`src/rtl/sofc_map.svh`:
```
// register offsets, field positions, reset values and host map of the block
`ifndef SOFC_MAP_SVH
`define SOFC_MAP_SVH

// ----------------------------------------------------------------------
// device register offsets
// ----------------------------------------------------------------------
`define SOFC_FRAME_CFG_ADDR   8'h19
`define SOFC_DRIVE_ADDR       8'h1A
`define SOFC_MAPPER_ADDR      8'h1B
`define SOFC_SKEW_ADDR        8'h1E

// ----------------------------------------------------------------------
// field positions and writable masks
// ----------------------------------------------------------------------
`define SOFC_FC_SRC_BIT       7
`define SOFC_FC_DIV_BIT       4
`define SOFC_FC_TOG_BIT       0
`define SOFC_FC_MASK          8'h91
`define SOFC_DRV_HALF_BIT     6
`define SOFC_DRV_MASK         8'h40
`define SOFC_MAP_EN_BIT       7
`define SOFC_MAP_WIDE_BIT     6
`define SOFC_MAP_RES_HI       5
`define SOFC_MAP_RES_LO       3
`define SOFC_MAP_MASK         8'hF8
`define SOFC_SKEW_DATA_HI     3
`define SOFC_SKEW_DATA_LO     2
`define SOFC_SKEW_CLK_HI      1
`define SOFC_SKEW_CLK_LO      0
`define SOFC_SKEW_MASK        8'h0F
`define SOFC_REG_RESET        8'h00

// ----------------------------------------------------------------------
// resolution codes and word widths
// ----------------------------------------------------------------------
`define SOFC_RES_18           3'h0
`define SOFC_RES_16           3'h1
`define SOFC_RES_14           3'h2
`define SOFC_WIDTH_20         5'h14
`define SOFC_WIDTH_18         5'h12
`define SOFC_WIDTH_16         5'h10
`define SOFC_WIDTH_14         5'h0E

// ----------------------------------------------------------------------
// host software port
// ----------------------------------------------------------------------
`define SOFC_HOST_MODE        4'h0
`define SOFC_HOST_WRITE       4'h1
`define SOFC_HOST_READ        4'h2
`define SOFC_HOST_STATUS      4'h3
`define SOFC_HOST_BUSY_BIT    15

`endif

```
`src/rtl/sofc_pkg.sv`:
```
// types shared by both ends of the serial output format link
package sofc_pkg;

  typedef enum logic [1:0] {
    LANE_TWO,
    LANE_ONE,
    LANE_HALF
  } sofc_lane_e;

  typedef enum logic [1:0] {
    DEC_BYPASS,
    DEC_REAL,
    DEC_COMPLEX
  } sofc_dec_e;

  typedef logic [7:0] sofc_byte_t;

endpackage

```
`src/rtl/sofc_if.sv`:
```
// link between the configuring host and the serial output device
`timescale 1ns/1ns
interface sofc_if (
  input logic lclk
);
  logic [7:0] cfgAddr;
  logic [7:0] cfgWdata;
  logic       cfgWr;
  logic       cfgRd;
  logic [7:0] cfgRdata;
  logic       laneA;
  logic       laneB;
  logic       frameClock;

  modport dev (
    input  lclk,
    input  cfgAddr,
    input  cfgWdata,
    input  cfgWr,
    input  cfgRd,
    output cfgRdata,
    output laneA,
    output laneB,
    output frameClock
  );

  modport host (
    input  lclk,
    output cfgAddr,
    output cfgWdata,
    output cfgWr,
    output cfgRd,
    input  cfgRdata,
    input  laneA,
    input  laneB,
    input  frameClock
  );
endinterface

```
`src/rtl/sofc_device.sv`:
```
// serial output format device: config registers, bit mapper, serializer
// Operation
// - frame source bit picks core or decimation frame
// - host sets source only complex 2/1-wire
// - host sets divide only 2-wire bypass/real
// - toggle stretches half-wire frame over both channels
// - half swing bit halves lane drive current
// - mapper enable applies resolution in bypass
// - wide enable gives 20-bit words
// - resolution code picks 18, 16, 14 bits
// - bypass needs mapper enable, decimation does not
// - data skew code shifts lane timing
// - bit clock skew code, same encoding
// - bypass frame pattern follows resolution automatically
// - feature path enable inserts decimation path
//
// Strobed register access was left to the implementer.
`timescale 1ns/1ns
`include "sofc_map.svh"
module sofc_device (
  sofc_if.dev                   link,
  input  wire logic             nrst,
  input  wire logic [19:0]      sampleA,
  input  wire logic [19:0]      sampleB,
  input  wire sofc_pkg::sofc_lane_e laneSel,
  input  wire sofc_pkg::sofc_dec_e  decMode,
  input  wire logic             pathEnable,
  input  wire logic             decFrame,
  output logic                  driveHalf,
  output logic [1:0]            dataSkew,
  output logic [1:0]            bitClockSkew,
  output logic [4:0]            wordWidth,
  output logic                  wordStart
);
  import sofc_pkg::*;

  // ----------------------------------------------------------------------
  // functions
  // ----------------------------------------------------------------------
  function automatic logic [4:0] widthOf(input logic [2:0] code);
    logic [4:0] w;
    w = `SOFC_WIDTH_18;
    if (code == `SOFC_RES_16) begin
      w = `SOFC_WIDTH_16;
    end else if (code == `SOFC_RES_14) begin
      w = `SOFC_WIDTH_14;
    end
    return w;
  endfunction

  function automatic logic [5:0] periodOf(input sofc_lane_e lane,
                                          input logic [4:0] w);
    logic [5:0] p;
    p = {1'b0, w};
    if (lane == LANE_TWO) begin
      p = {2'b00, w[4:1]};
    end else if (lane == LANE_HALF) begin
      p = {w, 1'b0};
    end
    return p;
  endfunction

  // bit k counted from the msb of a left aligned 20-bit sample
  function automatic logic bitAt(input logic [19:0] word,
                                 input logic [5:0]  k);
    logic b;
    b = 1'b0;
    if (k < 6'h14) begin
      b = word[5'h13 - k[4:0]];
    end
    return b;
  endfunction

  // ----------------------------------------------------------------------
  // configuration registers
  // ----------------------------------------------------------------------
  sofc_byte_t frameCfg;
  sofc_byte_t driveCfg;
  sofc_byte_t mapCfg;
  sofc_byte_t skewCfg;

  wire hitFrame = link.cfgAddr == `SOFC_FRAME_CFG_ADDR;
  wire hitDrive = link.cfgAddr == `SOFC_DRIVE_ADDR;
  wire hitMap   = link.cfgAddr == `SOFC_MAPPER_ADDR;
  wire hitSkew  = link.cfgAddr == `SOFC_SKEW_ADDR;

  // reserved positions are dropped on write and read back as zero
  wire sofc_byte_t wrFrame = link.cfgWdata & `SOFC_FC_MASK;
  wire sofc_byte_t wrDrive = link.cfgWdata & `SOFC_DRV_MASK;
  wire sofc_byte_t wrMap   = link.cfgWdata & `SOFC_MAP_MASK;
  wire sofc_byte_t wrSkew  = link.cfgWdata & `SOFC_SKEW_MASK;

  wire sofc_byte_t rdSel =
      hitFrame ? frameCfg :
      hitDrive ? driveCfg :
      hitMap   ? mapCfg   :
      hitSkew  ? skewCfg  : `SOFC_REG_RESET;

  always_ff @(posedge link.lclk or negedge nrst) begin
    if (!nrst) begin
      frameCfg <= `SOFC_REG_RESET;
      driveCfg <= `SOFC_REG_RESET;
      mapCfg   <= `SOFC_REG_RESET;
      skewCfg  <= `SOFC_REG_RESET;
    end else if (link.cfgWr) begin
      if (hitFrame) frameCfg <= wrFrame;
      if (hitDrive) driveCfg <= wrDrive;
      if (hitMap)   mapCfg   <= wrMap;
      if (hitSkew)  skewCfg  <= wrSkew;
    end
  end

  always_ff @(posedge link.lclk or negedge nrst) begin
    if (!nrst) begin
      link.cfgRdata <= `SOFC_REG_RESET;
    end else if (link.cfgRd) begin
      link.cfgRdata <= rdSel;
    end
  end

  // ----------------------------------------------------------------------
  // analog trims
  // ----------------------------------------------------------------------
  // these codes steer the lane drivers and delay cells outside this logic
  assign driveHalf    = driveCfg[`SOFC_DRV_HALF_BIT];
  assign dataSkew     =
      skewCfg[`SOFC_SKEW_DATA_HI:`SOFC_SKEW_DATA_LO];
  assign bitClockSkew =
      skewCfg[`SOFC_SKEW_CLK_HI:`SOFC_SKEW_CLK_LO];

  // ----------------------------------------------------------------------
  // bit mapper
  // ----------------------------------------------------------------------
  // without the feature path the decimator is out, so it acts as bypass
  wire effBypass = !pathEnable || decMode == DEC_BYPASS;
  wire mapOn     = effBypass ? mapCfg[`SOFC_MAP_EN_BIT]
                             : 1'b1;
  wire [2:0] resCode = mapCfg[`SOFC_MAP_RES_HI:`SOFC_MAP_RES_LO];
  wire [4:0] mappedW = mapOn ? widthOf(resCode)
                             : `SOFC_WIDTH_18;
  wire [4:0] selW    = mapCfg[`SOFC_MAP_WIDE_BIT] ? `SOFC_WIDTH_20
                                                  : mappedW;

  // ----------------------------------------------------------------------
  // serializer state
  // ----------------------------------------------------------------------
  // width and lane mode only change at a word boundary so that a write
  // in mid word never produces a truncated or mixed word on the lanes
  logic [4:0]  curW;
  sofc_lane_e  curLane;
  logic [5:0]  idx;
  logic [19:0] wa;
  logic [19:0] wb;
  logic        wordPhase;

  wire [5:0] period  = periodOf(curLane, curW);
  wire       lastBit = idx == period - 6'h01;
  wire [5:0] halfW   = {2'b00, curW[4:1]};
  wire [5:0] fullW   = {1'b0, curW};
  wire       inA     = idx < fullW;
  wire [5:0] chIdx   = inA ? idx : idx - fullW;

  always_ff @(posedge link.lclk or negedge nrst) begin
    if (!nrst) begin
      curW      <= `SOFC_WIDTH_18;
      curLane   <= LANE_ONE;
      idx       <= 6'h00;
      wa        <= 20'h00000;
      wb        <= 20'h00000;
      wordPhase <= 1'b0;
    end else if (lastBit) begin
      curW      <= selW;
      curLane   <= laneSel;
      idx       <= 6'h00;
      wa        <= sampleA;
      wb        <= sampleB;
      wordPhase <= !wordPhase;
    end else begin
      idx <= idx + 6'h01;
    end
  end

  // ----------------------------------------------------------------------
  // lane data
  // ----------------------------------------------------------------------
  logic next_laneA;
  logic next_laneB;

  always_comb begin
    next_laneA = 1'b0;
    next_laneB = 1'b0;
    unique case (curLane)
      LANE_TWO: begin
        next_laneA = bitAt(wa, idx);
        next_laneB = bitAt(wa, idx + halfW);
      end
      LANE_ONE: begin
        next_laneA = bitAt(wa, idx);
        next_laneB = bitAt(wb, idx);
      end
      LANE_HALF: begin
        next_laneA = inA ? bitAt(wa, chIdx) : bitAt(wb, chIdx);
      end
      default: begin
        next_laneA = 1'b0;
      end
    endcase
  end

  // ----------------------------------------------------------------------
  // frame clock
  // ----------------------------------------------------------------------
  // the pattern is derived from the live word width, so a resolution
  // change needs no separate frame pattern write
  wire frameBase = idx < {1'b0, period[5:1]};
  wire frameHalf = frameCfg[`SOFC_FC_TOG_BIT] ? inA
                 : chIdx < {1'b0, halfW[5:1]};
  wire frameCore = frameCfg[`SOFC_FC_DIV_BIT] ? wordPhase
                 : (curLane == LANE_HALF ? frameHalf
                                         : frameBase);
  wire next_frame = frameCfg[`SOFC_FC_SRC_BIT] ? decFrame
                                               : frameCore;

  always_ff @(posedge link.lclk or negedge nrst) begin
    if (!nrst) begin
      link.laneA      <= 1'b0;
      link.laneB      <= 1'b0;
      link.frameClock <= 1'b0;
      wordWidth       <= `SOFC_WIDTH_18;
      wordStart       <= 1'b0;
    end else begin
      link.laneA      <= next_laneA;
      link.laneB      <= next_laneB;
      link.frameClock <= next_frame;
      wordWidth       <= curW;
      wordStart       <= idx == 6'h00;
    end
  end
endmodule

```
`src/flat_wrapper.sv`:
```
// flat-port wrapper written by rule: the top's interface ports become plain ports
module sofc_device_flat import sofc_pkg::*;
  (nrst, sampleA, sampleB, laneSel, decMode, pathEnable, decFrame, driveHalf, dataSkew, bitClockSkew, wordWidth, wordStart, lclk, link_cfgAddr, link_cfgWdata, link_cfgWr, link_cfgRd, link_cfgRdata, link_laneA, link_laneB, link_frameClock);
  sofc_if link_i (.lclk(lclk));
  input  wire logic nrst;
  input  wire logic [19:0] sampleA;
  input  wire logic [19:0] sampleB;
  input  wire sofc_pkg::sofc_lane_e laneSel;
  input  wire sofc_pkg::sofc_dec_e decMode;
  input  wire logic pathEnable;
  input  wire logic decFrame;
  output logic driveHalf;
  output logic [1:0] dataSkew;
  output logic [1:0] bitClockSkew;
  output logic [4:0] wordWidth;
  output logic wordStart;
  input wire logic lclk;
  input wire logic [$bits(link_i.cfgAddr)-1:0] link_cfgAddr;
  input wire logic [$bits(link_i.cfgWdata)-1:0] link_cfgWdata;
  input wire logic [$bits(link_i.cfgWr)-1:0] link_cfgWr;
  input wire logic [$bits(link_i.cfgRd)-1:0] link_cfgRd;
  output wire logic [$bits(link_i.cfgRdata)-1:0] link_cfgRdata;
  output wire logic [$bits(link_i.laneA)-1:0] link_laneA;
  output wire logic [$bits(link_i.laneB)-1:0] link_laneB;
  output wire logic [$bits(link_i.frameClock)-1:0] link_frameClock;
  assign link_i.cfgAddr = link_cfgAddr;
  assign link_i.cfgWdata = link_cfgWdata;
  assign link_i.cfgWr = link_cfgWr;
  assign link_i.cfgRd = link_cfgRd;
  assign link_cfgRdata = link_i.cfgRdata;
  assign link_laneA = link_i.laneA;
  assign link_laneB = link_i.laneB;
  assign link_frameClock = link_i.frameClock;
  sofc_device u_core (.link(link_i), .nrst(nrst), .sampleA(sampleA), .sampleB(sampleB), .laneSel(laneSel), .decMode(decMode), .pathEnable(pathEnable), .decFrame(decFrame), .driveHalf(driveHalf), .dataSkew(dataSkew), .bitClockSkew(bitClockSkew), .wordWidth(wordWidth), .wordStart(wordStart));
endmodule
```
`config.mk`:
```
export PLATFORM = sky130hd
export DESIGN_NAME = sofc_device_flat
export DESIGN_NICKNAME = d
export VERILOG_FILES = /design/src/rtl/sofc_pkg.sv /design/src/rtl/sofc_if.sv /design/src/rtl/sofc_device.sv /design/src/flat_wrapper.sv
export VERILOG_INCLUDE_DIRS = /design/src /design/src/rtl
export SDC_FILE = /design/constraint.sdc
export NUM_CORES = 1
export LEC_CHECK = 0
export ABC_AREA = 1
export BUFFER_PORTS_ARGS = -buffer_cell sky130_fd_sc_hd__buf_2
export CAP_MARGIN = 25
export CORE_UTILIZATION = 61
export DETAILED_ROUTE_END_ITERATION = 10
export PLACE_DENSITY = 0.9
export SETUP_SLACK_MARGIN = 0.02
export SYNTH_ARGS = -nofsm -noshare
export SYNTH_HDL_FRONTEND = slang
export SYNTH_SLANG_ARGS = --single-unit
```
`constraint.sdc`:
```
create_clock -name lclk -period 6.5 [get_ports lclk]
set_input_delay 1.3 -clock lclk [delete_from_list [all_inputs] [get_ports lclk]]
set_output_delay 1.3 -clock lclk [all_outputs]
set_load 0.02 [all_outputs]
```
==> results of run 1 <==
## critical path, delay by kind of cell (launching register included)
kind	cells	cell delay [ns]
AO/OA/AOI/OAI	3	0.34
adder cells (fa/ha/maj)	2	0.57
buffers and inverters	2	0.46
flip-flops	1	0.68
AND/OR/NAND/NOR	10	1.20
## synthesized netlist by cell type (all sizes together), types with 2 or more instances
cell / instances / share of area [%]
o22ai: 3 / 0.38
or2: 5 / 0.63
fa: 2 / 0.81
nand2: 217 / 17
buf: 8 / 1.0
o31ai: 2 / 0.30
inv: 79 / 6.0
nand3b: 2 / 0.30
nand3: 35 / 3.7
nor3: 4 / 0.41
clkbuf: 13 / 1.0
clkinv: 2 / 0.15
a21oi: 26 / 2.6
ha: 20 / 5.1
dfrtp: 77 / 39
a221oi: 2 / 0.35
xnor2: 4 / 0.71
a21boi: 2 / 0.38
nor2: 43 / 3.5
nand4: 8 / 1.0
xor2: 12 / 2.1
nor4: 2 / 0.25
dfstp: 5 / 2.7
o21ai: 80 / 8.1
o211ai: 7 / 1.2
a211oi: 2 / 0.30
## cell type report
type                    count  area share [%]
well taps                 102            2.27
clock inverters             6           0.891
clock buffers              10            2.27
multi-input cells         487            44.0
flip-flops and latches     82            36.7
repair buffers             89            8.47
inverters                  81            5.41
## power groups by stage
stage               logic (uW)  registers (uW)  clock network (uW)
floorplan                 1480             820                   0
global placement          1820             858                   0
detailed placement        1890             866                   0
CTS                       1900             856                 350
global route              2200             881                 369
finish                    1930             861                 344
## per-layer routing
layer / up-vias / part of all wire [%]
met5: - / 0
met4: 0 / 2.3
met3: 33 / 8.5
met2: 219 / 45
met1: 2274 / 44
li1: 2330 / -
## sequential cells by signal, indices dropped and copies added (netlist names)
| signal | cells |
|---|---|
| u_core.mapCfg | 5 |
| u_core.driveCfg | 1 |
| u_core.link.laneB | 1 |
| u_core.wb | 20 |
| u_core.wa | 20 |
| u_core.wordStart | 1 |
| u_core.skewCfg | 4 |
| u_core.wordWidth | 4 |
| u_core.frameCfg | 3 |
| u_core.idx | 6 |
| u_core.curW | 4 |
| u_core.link.laneA | 1 |
| u_core.link.frameClock | 1 |
| u_core.link.cfgRdata | 8 |
| u_core.wordPhase | 1 |
| u_core.curLane | 2 |
## worst paths after layout
check | from | endpoint | cells after the start
worst max-delay path | u_core.idx[1] | u_core.link.frameClock | 17
min in group asynchronous | nrst | u_core.wb[3] | 1
max in group asynchronous | nrst | u_core.wordWidth[4] | 2
worst min register to register | u_core.curW[1] | u_core.wordWidth[1] | 0
worst min-delay path | u_core.curW[1] | u_core.wordWidth[1] | 0
worst max register to register | u_core.idx[1] | u_core.link.frameClock | 17
## stage by stage
step,std cells,cell area [sq um]
floorplan,671,4940
global placement,840,5410
detailed placement,840,5410
CTS,856,5590
global route,857,5620
finish,857,5620
## layout by cell type, fill, tap and decap left out, drive strengths merged, types with 3 or more instances in the layout
master / instances
inv: 81
o21ai: 80
nand4: 8
dfstp: 5
nor2: 43
or2: 5
nand2: 217
dfrtp: 77
o22ai: 3
nand3: 35
xor2: 12
buf: 89
clkinv: 4
xnor2: 4
o211ai: 7
a21oi: 26
clkbuf: 10
nor3: 4
ha: 20
## cells by family (layout without fill, tap and decap cells)
logic type	count (synthesis)	in the layout	share of synthesized area, %
and+or+nand+nor	317	317	26.5
AOI/OAI and AO/OA	130	130	14.6
buffers and inverters	102	186	8.21
DFF	82	82	41.7
adders and majority gates	22	22	5.88
xor gates and xnor gates	16	16	2.84
other	1	1	0.0760
muxes	1	1	0.228
==> metrics.txt, run 1 <==
register-to-register setup slack=between 3 and 4 ns; Largest stage delay, worst path=slightly below 0.7 ns; Data required, critical path=6.81 ns; max frequency=0.302 GHz; Synth async-reset ratio=100%; Max IR drop VDD=between 0.3 and 0.4 mV; Distinct cells, synth=45; Post-synth EDFFs=0; starting density of the core=about 64%; Rel. slew slack=approximately a third; Syn Nets=759; CTS tree=built; Vias=approximately 5,000; Area Growth Syn to Fin=13.8%; Net count, final=between 800 and 900; PortBufs=86; Clk Latency, worst-skew pair=about 0.37 ns; post-synthesis register bit count=82; sequential standard cell area=~2100 sq um; CP Class=register to register; sw frac=between 50% and 60%; 1st-pass router iterations=5; setup ws final=between 3 and 4 ns; clock skew=0.0140 ns; initial antenna violation count=0; num rows=32; die footprint=8460 sq um; WHS=approximately 0.40 ns; Seq/Total Area, Yosys=roughly two fifths; met3 Track Usage GR=just over 7%; Max-Cap Viols=0; Final Hold Fails=0; Worst setup SP type=register; GR peak layer=met2; syn avg cell area=~7.4 sq um; CTS Root Cell=clkbuf_8; GP Congestion=around 0.94; Iter 0 DRT Violations=428; Setup Buffers After CTS=0; cts-stage hold buffer count=0; GR Layer Usage met2=about half; Ports=88; utilization after layout=between 70% and 80%; Bufs on Longest Clock Path=2; Comb pwr share=between 60% and 70%; Ant. Diodes=0; drc violations=0; largest net degree at the start of global routing=between 80 and 90; minimum clock period=~3.3 ns; Seq pwr share=around 28%; worst min path class=register to register; Least-Margin Pin Slew=0.969 ns; outcome=finished clean; Synth Cell Area=between 4000 and 5000 sq um; Final ANT Viol Nets=0; vias in the first global route=roughly 4,600; Syn. warnings=0; global route overflow=0; All-Layer GR Usage=between 30% and 40%; global-route wire length before repair=roughly 22,000 um; endpoint class of the critical path=register; Sw Pwr=1610 uW; Setup violations, final=0; Post-Place Setup Slack=between 3 and 4 ns; Core Region=7770 sq um; Die H=slightly above 90 um; total power=about 3100 uW; ys flop type=dfrtp_1; CTS buffer count=9; H-tree level count=3; setup TNS=0 ns; CTS resizes=0; pwr dens=around 560 nW/um^2; fillcell total=617; clk sinks=82; Cell Int Power=~1500 uW; Synth Instances=between 600 and 700; CP max FO=16; crit path cell chain=inv_1 > ha_1 > inv_1 > nand3_1 > nand3_2 > nand2_1 > nand2_1 > ha_1 > o21ai_0 > nand2_1 > a21oi_1 > nand3_1 > o21bai_1 > nand2_1 > nand3_1 > nand2_1 > nand2_1; WL per Instance=14.9 um; Crit path top cell by count=nand2_1; critical path arrival=between 3 and 4 ns; Final Slew Violations=0; Clk pwr share=about 11%; Routed WL=12,700 um; Final HPWL DP=~9600 um; LEAKAGE=roughly 0.0030 uW; Clk pin slew, worst setup/hold paths=~0.09 ns; grt met1 use=between 40% and 50%; final critical-path share of the clock period=approximately 51%; RSZ-0062 raised after global routing=no; die width=92.0 um; multi-input logic area=between 2000 and 2500 sq um; ratio of cells with drive above 1 in the final layout=approximately 17%; Vias/cell=between 5 and 6; critical path's slowest cell=dfrtp_1
(Power assumes the default switching activity.)
==> run 2: changes to the inputs <==
Settings changed: ABC_AREA 1 to 0, CORE_UTILIZATION 61 to 52, PLACE_DENSITY 0.9 to 0.81.
Clock period 6.5 ns to 2.8 ns, I/O delays scaled along.
==> run 2 against run 1 <==
Effect of this change: the run now ends with setup timing left; die area grew 25%; sequential share of layout area down 4.8 points; setup slack worse by 3.5 ns; clock skew down 0.00073 ns; critical endpoint unchanged; first-iteration DRC count down 34%; synthesized cell count shrank 35%; sequential power is 140% higher; highest routed layer unchanged; wire length decreased by 1.9%.
==> metrics.txt, run 2 <==
Placed Instances=approximately 670; synthesized-area fraction occupied by and/or/nand/nor cells=between 10% and 20%; Area Growth Syn to Fin=22.2%; largest net degree at the start of global routing=~70; GP Congestion=approximately 0.92; drc violations=0; All-Layer GR Usage=between 20% and 30%; worst min path class=primary input to async pin; Synth Instances=between 400 and 500; minimum clock period=3.07 ns; post-synthesis compound-gate area fraction=under 10%; vias in the first global route=about 4,000; Least-Margin Pin Slew=roughly 0.84 ns; die width=103 um; Vias=4,035; Final Hold Fails=0; PortBufs=86; Ports=slightly below 90; most frequent cells in the layout=buf_2, dfrtp_1, buf_4; clock skew=around 0.013 ns; Distinct cells, synth=68; die footprint=approximately 11,000 sq um; syn avg cell area=around 12 sq um; 1st-pass router iterations=5; clk sinks=82; Final Slew Violations=0; Synth async-reset ratio=100%; Net count, final=about 650; CTS tree=built; WL per Instance=18.0 um; Synth Cell Area=about 5300 sq um; GR peak layer=met2; max frequency=0.326 GHz; Vias/cell=between 5 and 6; Post-Synth XOR/XNOR Area=roughly 3.3%; final std cells w/o fill=696; global route overflow=0; Routed WL=12,500 um; critical path arrival=3.34 ns; RSZ-0062 raised after global routing=yes; Setup violations, final=3; main combinational cell family by area after synthesis=multiplexers; Bufs on Longest Clock Path=2; Seq/Total Area, Yosys=between 30% and 40%; utilization after layout=~66%; cts-stage hold buffer count=0; post-synthesis register bit count=a little over 80; setup ws final=-0.270 ns; outcome=finished with violations; Clk Latency, worst-skew pair=between 0.3 and 0.4 ns; post-synthesis mux area share=between 20% and 30%; most frequent cell after synthesis=dfrtp_1; top flop regs=u_core.wa x20, u_core.wb x20, u_core.link.cfgRdata x8; final critical-path share of the clock period=110%; Rel. slew slack=a little over two fifths; endpoint class of the critical path=register; num rows=36; pwr dens=between 1000 and 1500 nW/um^2; Core Region=about 9800 sq um; ys flop type=dfrtp_1; most common cell after layout, fill and taps aside=buf_2; CTS buffer count=9; top cells by area, synth=dfrtp_1, mux2_4, mux4_2, ha_1, mux2_2; Max-Cap Viols=0; Adder-Cell Fraction of Synth Area=about 5.5%; area share of the leading cell type in the synthesized netlist=36.4%; Clk pin slew, worst setup/hold paths=about 0.090 ns; GR Layer Usage met2=40.8%; top post-synthesis cells by count=dfrtp_1, mux2_4, nand2_1, mux4_2; CP max FO=4; violated checks=setup timing; grt met1 use=33.2%; Ant. Diodes=0; global-route wire length before repair=19,800 um; Iter 0 DRT Violations=between 200 and 300; Final ANT Viol Nets=0; Die H=roughly 100 um; Data required, critical path=3.07 ns; Max IR drop VDD=a little under 0.7 mV; Syn Nets=~520; CP Class=register to register; post-synth top area cell=dfrtp_1; Post-synth EDFFs=0; met3 Track Usage GR=5.97%; Syn. warnings=0; ratio of cells with drive above 1 in the final layout=50.3%; CTS Root Cell=clkbuf_8; LEAKAGE=~0.0031 uW; Final HPWL DP=8930 um; initial antenna violation count=0; starting density of the core=roughly 54%; H-tree level count=3; Worst setup SP type=register
-- run 2: final cells by class --
| cell class | instances | area [sq um] |
|---|---|---|
| Clock buffer | 12 | 165 |
| Clock inverter | 4 | 25.0 |
| Fill cell | 745 | 3360 |
| Inverter | 22 | 85.1 |
| Multi-Input combinational cell | 309 | 3140 |
| Sequential cell | 82 | 2060 |
| Tap cell | 133 | 166 |
| Timing Repair Buffer | 134 | 826 |
-- run 2: through the flow --
stage	instance area, sq um	TNS (ns)	hold slack (ns)	worst slack [ns]	power [uW]
4_1_cts	6400	-0.440	0.314	-0.199	9070
3_3_place_gp	6100	-0.366	0.462	-0.160	7630
5_1_grt	6460	-0.999	0.351	-0.389	9900
6_report	6460	-0.679	0.287	-0.270	9360
2_1_floorplan	5360	-0.504	0.264	-0.253	6440
3_5_place_dp	6100	-0.704	0.495	-0.299	7910
-- run 2: what timing repair did --
action                                 CTS  global route
setup buffers                            5             3
endpoints found under the hold margin    0             0
resized for setup                       17             8
cloned                                   0             0
setup endpoints to repair                3             3
pin swaps                               13            11
-- run 2: power by group --
group	total, uW	internal, uW	leakage (uW)	switching (uW)
Combinational	6450	3520	0.00201	2940
Sequential	2080	1640	0.00101	432
Clock	835	392	0.0000944	444
Total	9360	5550	0.00311	3810
-- run 2: path summary, 6_finish.rpt --
path / from / to / slack (ns) / cells past startpoint
worst min-delay path: nrst / u_core.link.frameClock / 0.29 / 1
worst max register to register: u_core.idx[2] / u_core.link.frameClock / -0.27 / 13
worst min register to register: u_core.wordPhase / u_core.wordPhase / 0.50 / 1
min in group lclk: sampleB[10] / u_core.wb[10] / 0.41 / 2
max in group asynchronous: nrst / u_core.wb[8] / 1.76 / 2
worst max-delay path: u_core.idx[2] / u_core.link.frameClock / -0.27 / 13
-- run 2: critical path: stages (launching register included) --
cell and delay (ns):
dfrtp_1 0.42, ha_4 0.24, nor2b_4 0.12, o31a_1 0.33, buf_4 0.17, nor2_4 0.11
mux2i_2 0.25, inv_1 0.11, ha_4 0.22, a2111oi_2 0.36, nand2_1 0.12, o21ai_2 0.20
a221oi_2 0.09, o31ai_1 0.23
-- run 2: layer usage --
layer | part of all wire, % | vias to the layer above
met4 | 3.0 | 0
li1 | - | 1825
met1 | 41 | 2007
met3 | 6.1 | 42
met5 | 0 | -
met2 | 50 | 161
-- run 2: kinds of logic (layout without fill, tap and decap cells) --
family	count (synthesis)	count (layout)
compound gates	64	64
buf+inv	42	172
mux	95	95
other cells	1	1
flops	82	82
xor+xnor	20	20
simple gates	107	107
fa+ha+maj	22	22
==> run 3: changes to the inputs <==
Settings changed: CORE_UTILIZATION 52 to 57, PLACE_DENSITY 0.81 to 0.85, RECOVER_POWER set to 50.
Clock period 2.8 ns to 3.3 ns, I/O delays scaled along.
==> run 3 against run 2 <==
Effect of this change: the run ends with DRC, capacitance limit, slew limit left; global-route usage increased by 0.45 points; die area down 8.6%; wire length decreased by 4.0%; flip-flop and latch count is the same; register-to-register slack improved by 0.37 ns; sequential power fell by 15%; via count decreased by 2.4%; first-iteration DRC count fell by 11%; maximum frequency down 4.1%; critical path depth up 1; core utilization is 3.5 points higher; setup slack improved by 0.37 ns; largest power group unchanged.
==> metrics.txt, run 3 (synthesized netlist as in run 2, its figures left out) <==
Clk Latency, worst-skew pair=between 0.3 and 0.4 ns; Final HPWL DP=approximately 8400 um; LEAKAGE=0.00298 uW; drc violations=1; CP max FO=5; Top Family by Delay on Critical Path=compound AO/OA/AOI/OAI gates; global-route wire length before repair=around 19,000 um; most frequent cells in the layout=buf_2, dfrtp_1, mux2_4; critical path arrival=3.45 ns; Setup violations, final=0; outcome=finished with violations; pwr dens=~1200 nW/um^2; All-Layer GR Usage=25.7%; setup TNS=0 ns; minimum clock period=3.20 ns; vias in the first global route=roughly 3,900; Final Slew Violations=33; final critical-path share of the clock period=between 90% and 100%; Bufs on Longest Clock Path=2; Routed WL=approximately 12,000 um; top flop regs=u_core.wa x20, u_core.wb x20, u_core.link.cfgRdata x8; setup ws final=0.0993 ns; violated checks=DRC, capacitance limit, slew limit; Die H=98.3 um; die footprint=roughly 9700 sq um; Core Region=8850 sq um; ratio of cells with drive above 1 in the final layout=a little over two fifths; 1st-pass router iterations=10; die width=between 90 and 100 um; register-to-register setup slack=0.1 ns; sequential standard cell area=2060 sq um; largest net degree at the start of global routing=83; CTS Root Cell=clkbuf_8; Crit path top cell by count=inv_1; Final Hold Fails=0; starting density of the core=between 50% and 60%; WL per Instance=between 15 and 20 um; Largest stage delay, worst path=0.54 ns; Vias=3,939; Net count, final=622; Iter 0 DRT Violations=252; CTS buffer count=9; most common cell after layout, fill and taps aside=buf_2; Post-Place Setup Slack=around 0.095 ns; Ports=88; endpoint class of the critical path=register; max frequency=0.312 GHz; Ant. Diodes=0; Rel. slew slack=-26.6%; crit path cell chain=inv_1 > ha_4 > o21a_1 > o31a_1 > buf_4 > nor2_4 > mux2i_2 > inv_1 > ha_1 > a2111oi_2 > nand2_1 > o21ai_2 > a221oi_2 > o31ai_1; CTS tree=built; Vias/cell=about 6.1; CP Class=register to register; Max IR drop VDD=between 0.5 and 0.6 mV; critical path's slowest cell=dfstp_2; PortBufs=86; num rows=34; Max-Cap Viols=1; H-tree level count=3; total power=around 7400 uW; Area Growth Syn to Fin=15.9%; WHS=0.492 ns; clk sinks=approximately 80; Data required, critical path=3.55 ns; Final ANT Viol Nets=0; utilization after layout=around 69%; global route overflow=0; Least-Margin Pin Slew=1.90 ns; initial antenna violation count=1; Worst setup SP type=register; clock skew=0.00857 ns; RSZ-0062 raised after global routing=yes; worst min path class=register to register; CP bufs+invs=3; GP Congestion=around 0.92; Clk pin slew, worst setup/hold paths=roughly 0.080 ns; fillcell total=622; multi-input logic area=3030 sq um
==> run 3: cell count changes in the layout (fill, tap and decap cells not counted), sizes merged <==
cell and delta:
bufinv +2, buf -30, clkinvlp -2, clkbuf +5
==> run 3: what timing repair did <==
item | 4_1_cts | 5_1_grt
setup buffers | 0 | 6
endpoints found under the setup margin | 0 | 2
hold buffers | 0 | 0
resized for setup | 0 | 15
==> run 3: stage by stage <==
step	std cells	area [sq um]
2_1_floorplan	433	5300
3_3_place_gp	624	5830
3_5_place_dp	624	5830
4_1_cts	639	6030
5_1_grt	646	6130
6_report	646	6130
==> run 3: report_power, final <==
group / total [uW] / switching, uW / internal, uW
sequential: 1760 / 363 / 1390
clock: 771 / 350 / 420
combinational: 4890 / 2320 / 2580
==> run 3: path summary, 6_finish.rpt <==
kind	from	cells past startpoint	end
worst max-delay path	u_core.curW[4]	14	u_core.link.frameClock
worst min-delay path	u_core.wordPhase	1	u_core.wordPhase
worst max register to register	u_core.curW[4]	14	u_core.link.frameClock
worst min register to register	u_core.wordPhase	1	u_core.wordPhase
max in group asynchronous	nrst	1	u_core.link.laneA
min in group asynchronous	nrst	1	u_core.wa[16]
==> run 3: worst reg2reg max path: stages (launching register included) <==
cell and delay (ns):
dfstp_2 0.54, inv_1 0.09, ha_4 0.29, o21a_1 0.12
o31a_1 0.27, buf_4 0.18, nor2_4 0.04, mux2i_2 0.23
inv_1 0.08, ha_1 0.30, a2111oi_2 0.37, nand2_1 0.11
o21ai_2 0.16, a221oi_2 0.08, o31ai_1 0.24
==> run 3: area by class of cell <==
| class | instances | area share, % |
|---|---|---|
| Clock inverter | 4 | 1.14 |
| Multi-Input combinational cell | 309 | 49.4 |
| Tap cell | 108 | 2.20 |
| Sequential cell | 82 | 33.6 |
| Timing Repair Buffer | 110 | 10.2 |
| Clock buffer | 11 | 2.14 |
| Inverter | 22 | 1.35 |
==> run 3: per-layer routing <==
metal	vias to the layer above	track usage, %	share of wire [%]	routed length (um)
met3	29	4.29	6.5	783
met2	175	41.1	48	5740
met1	1962	34.7	43	5180
met4	0	11.6	2.6	308
li1	1773	-	-	-
met5	-	0	0	0
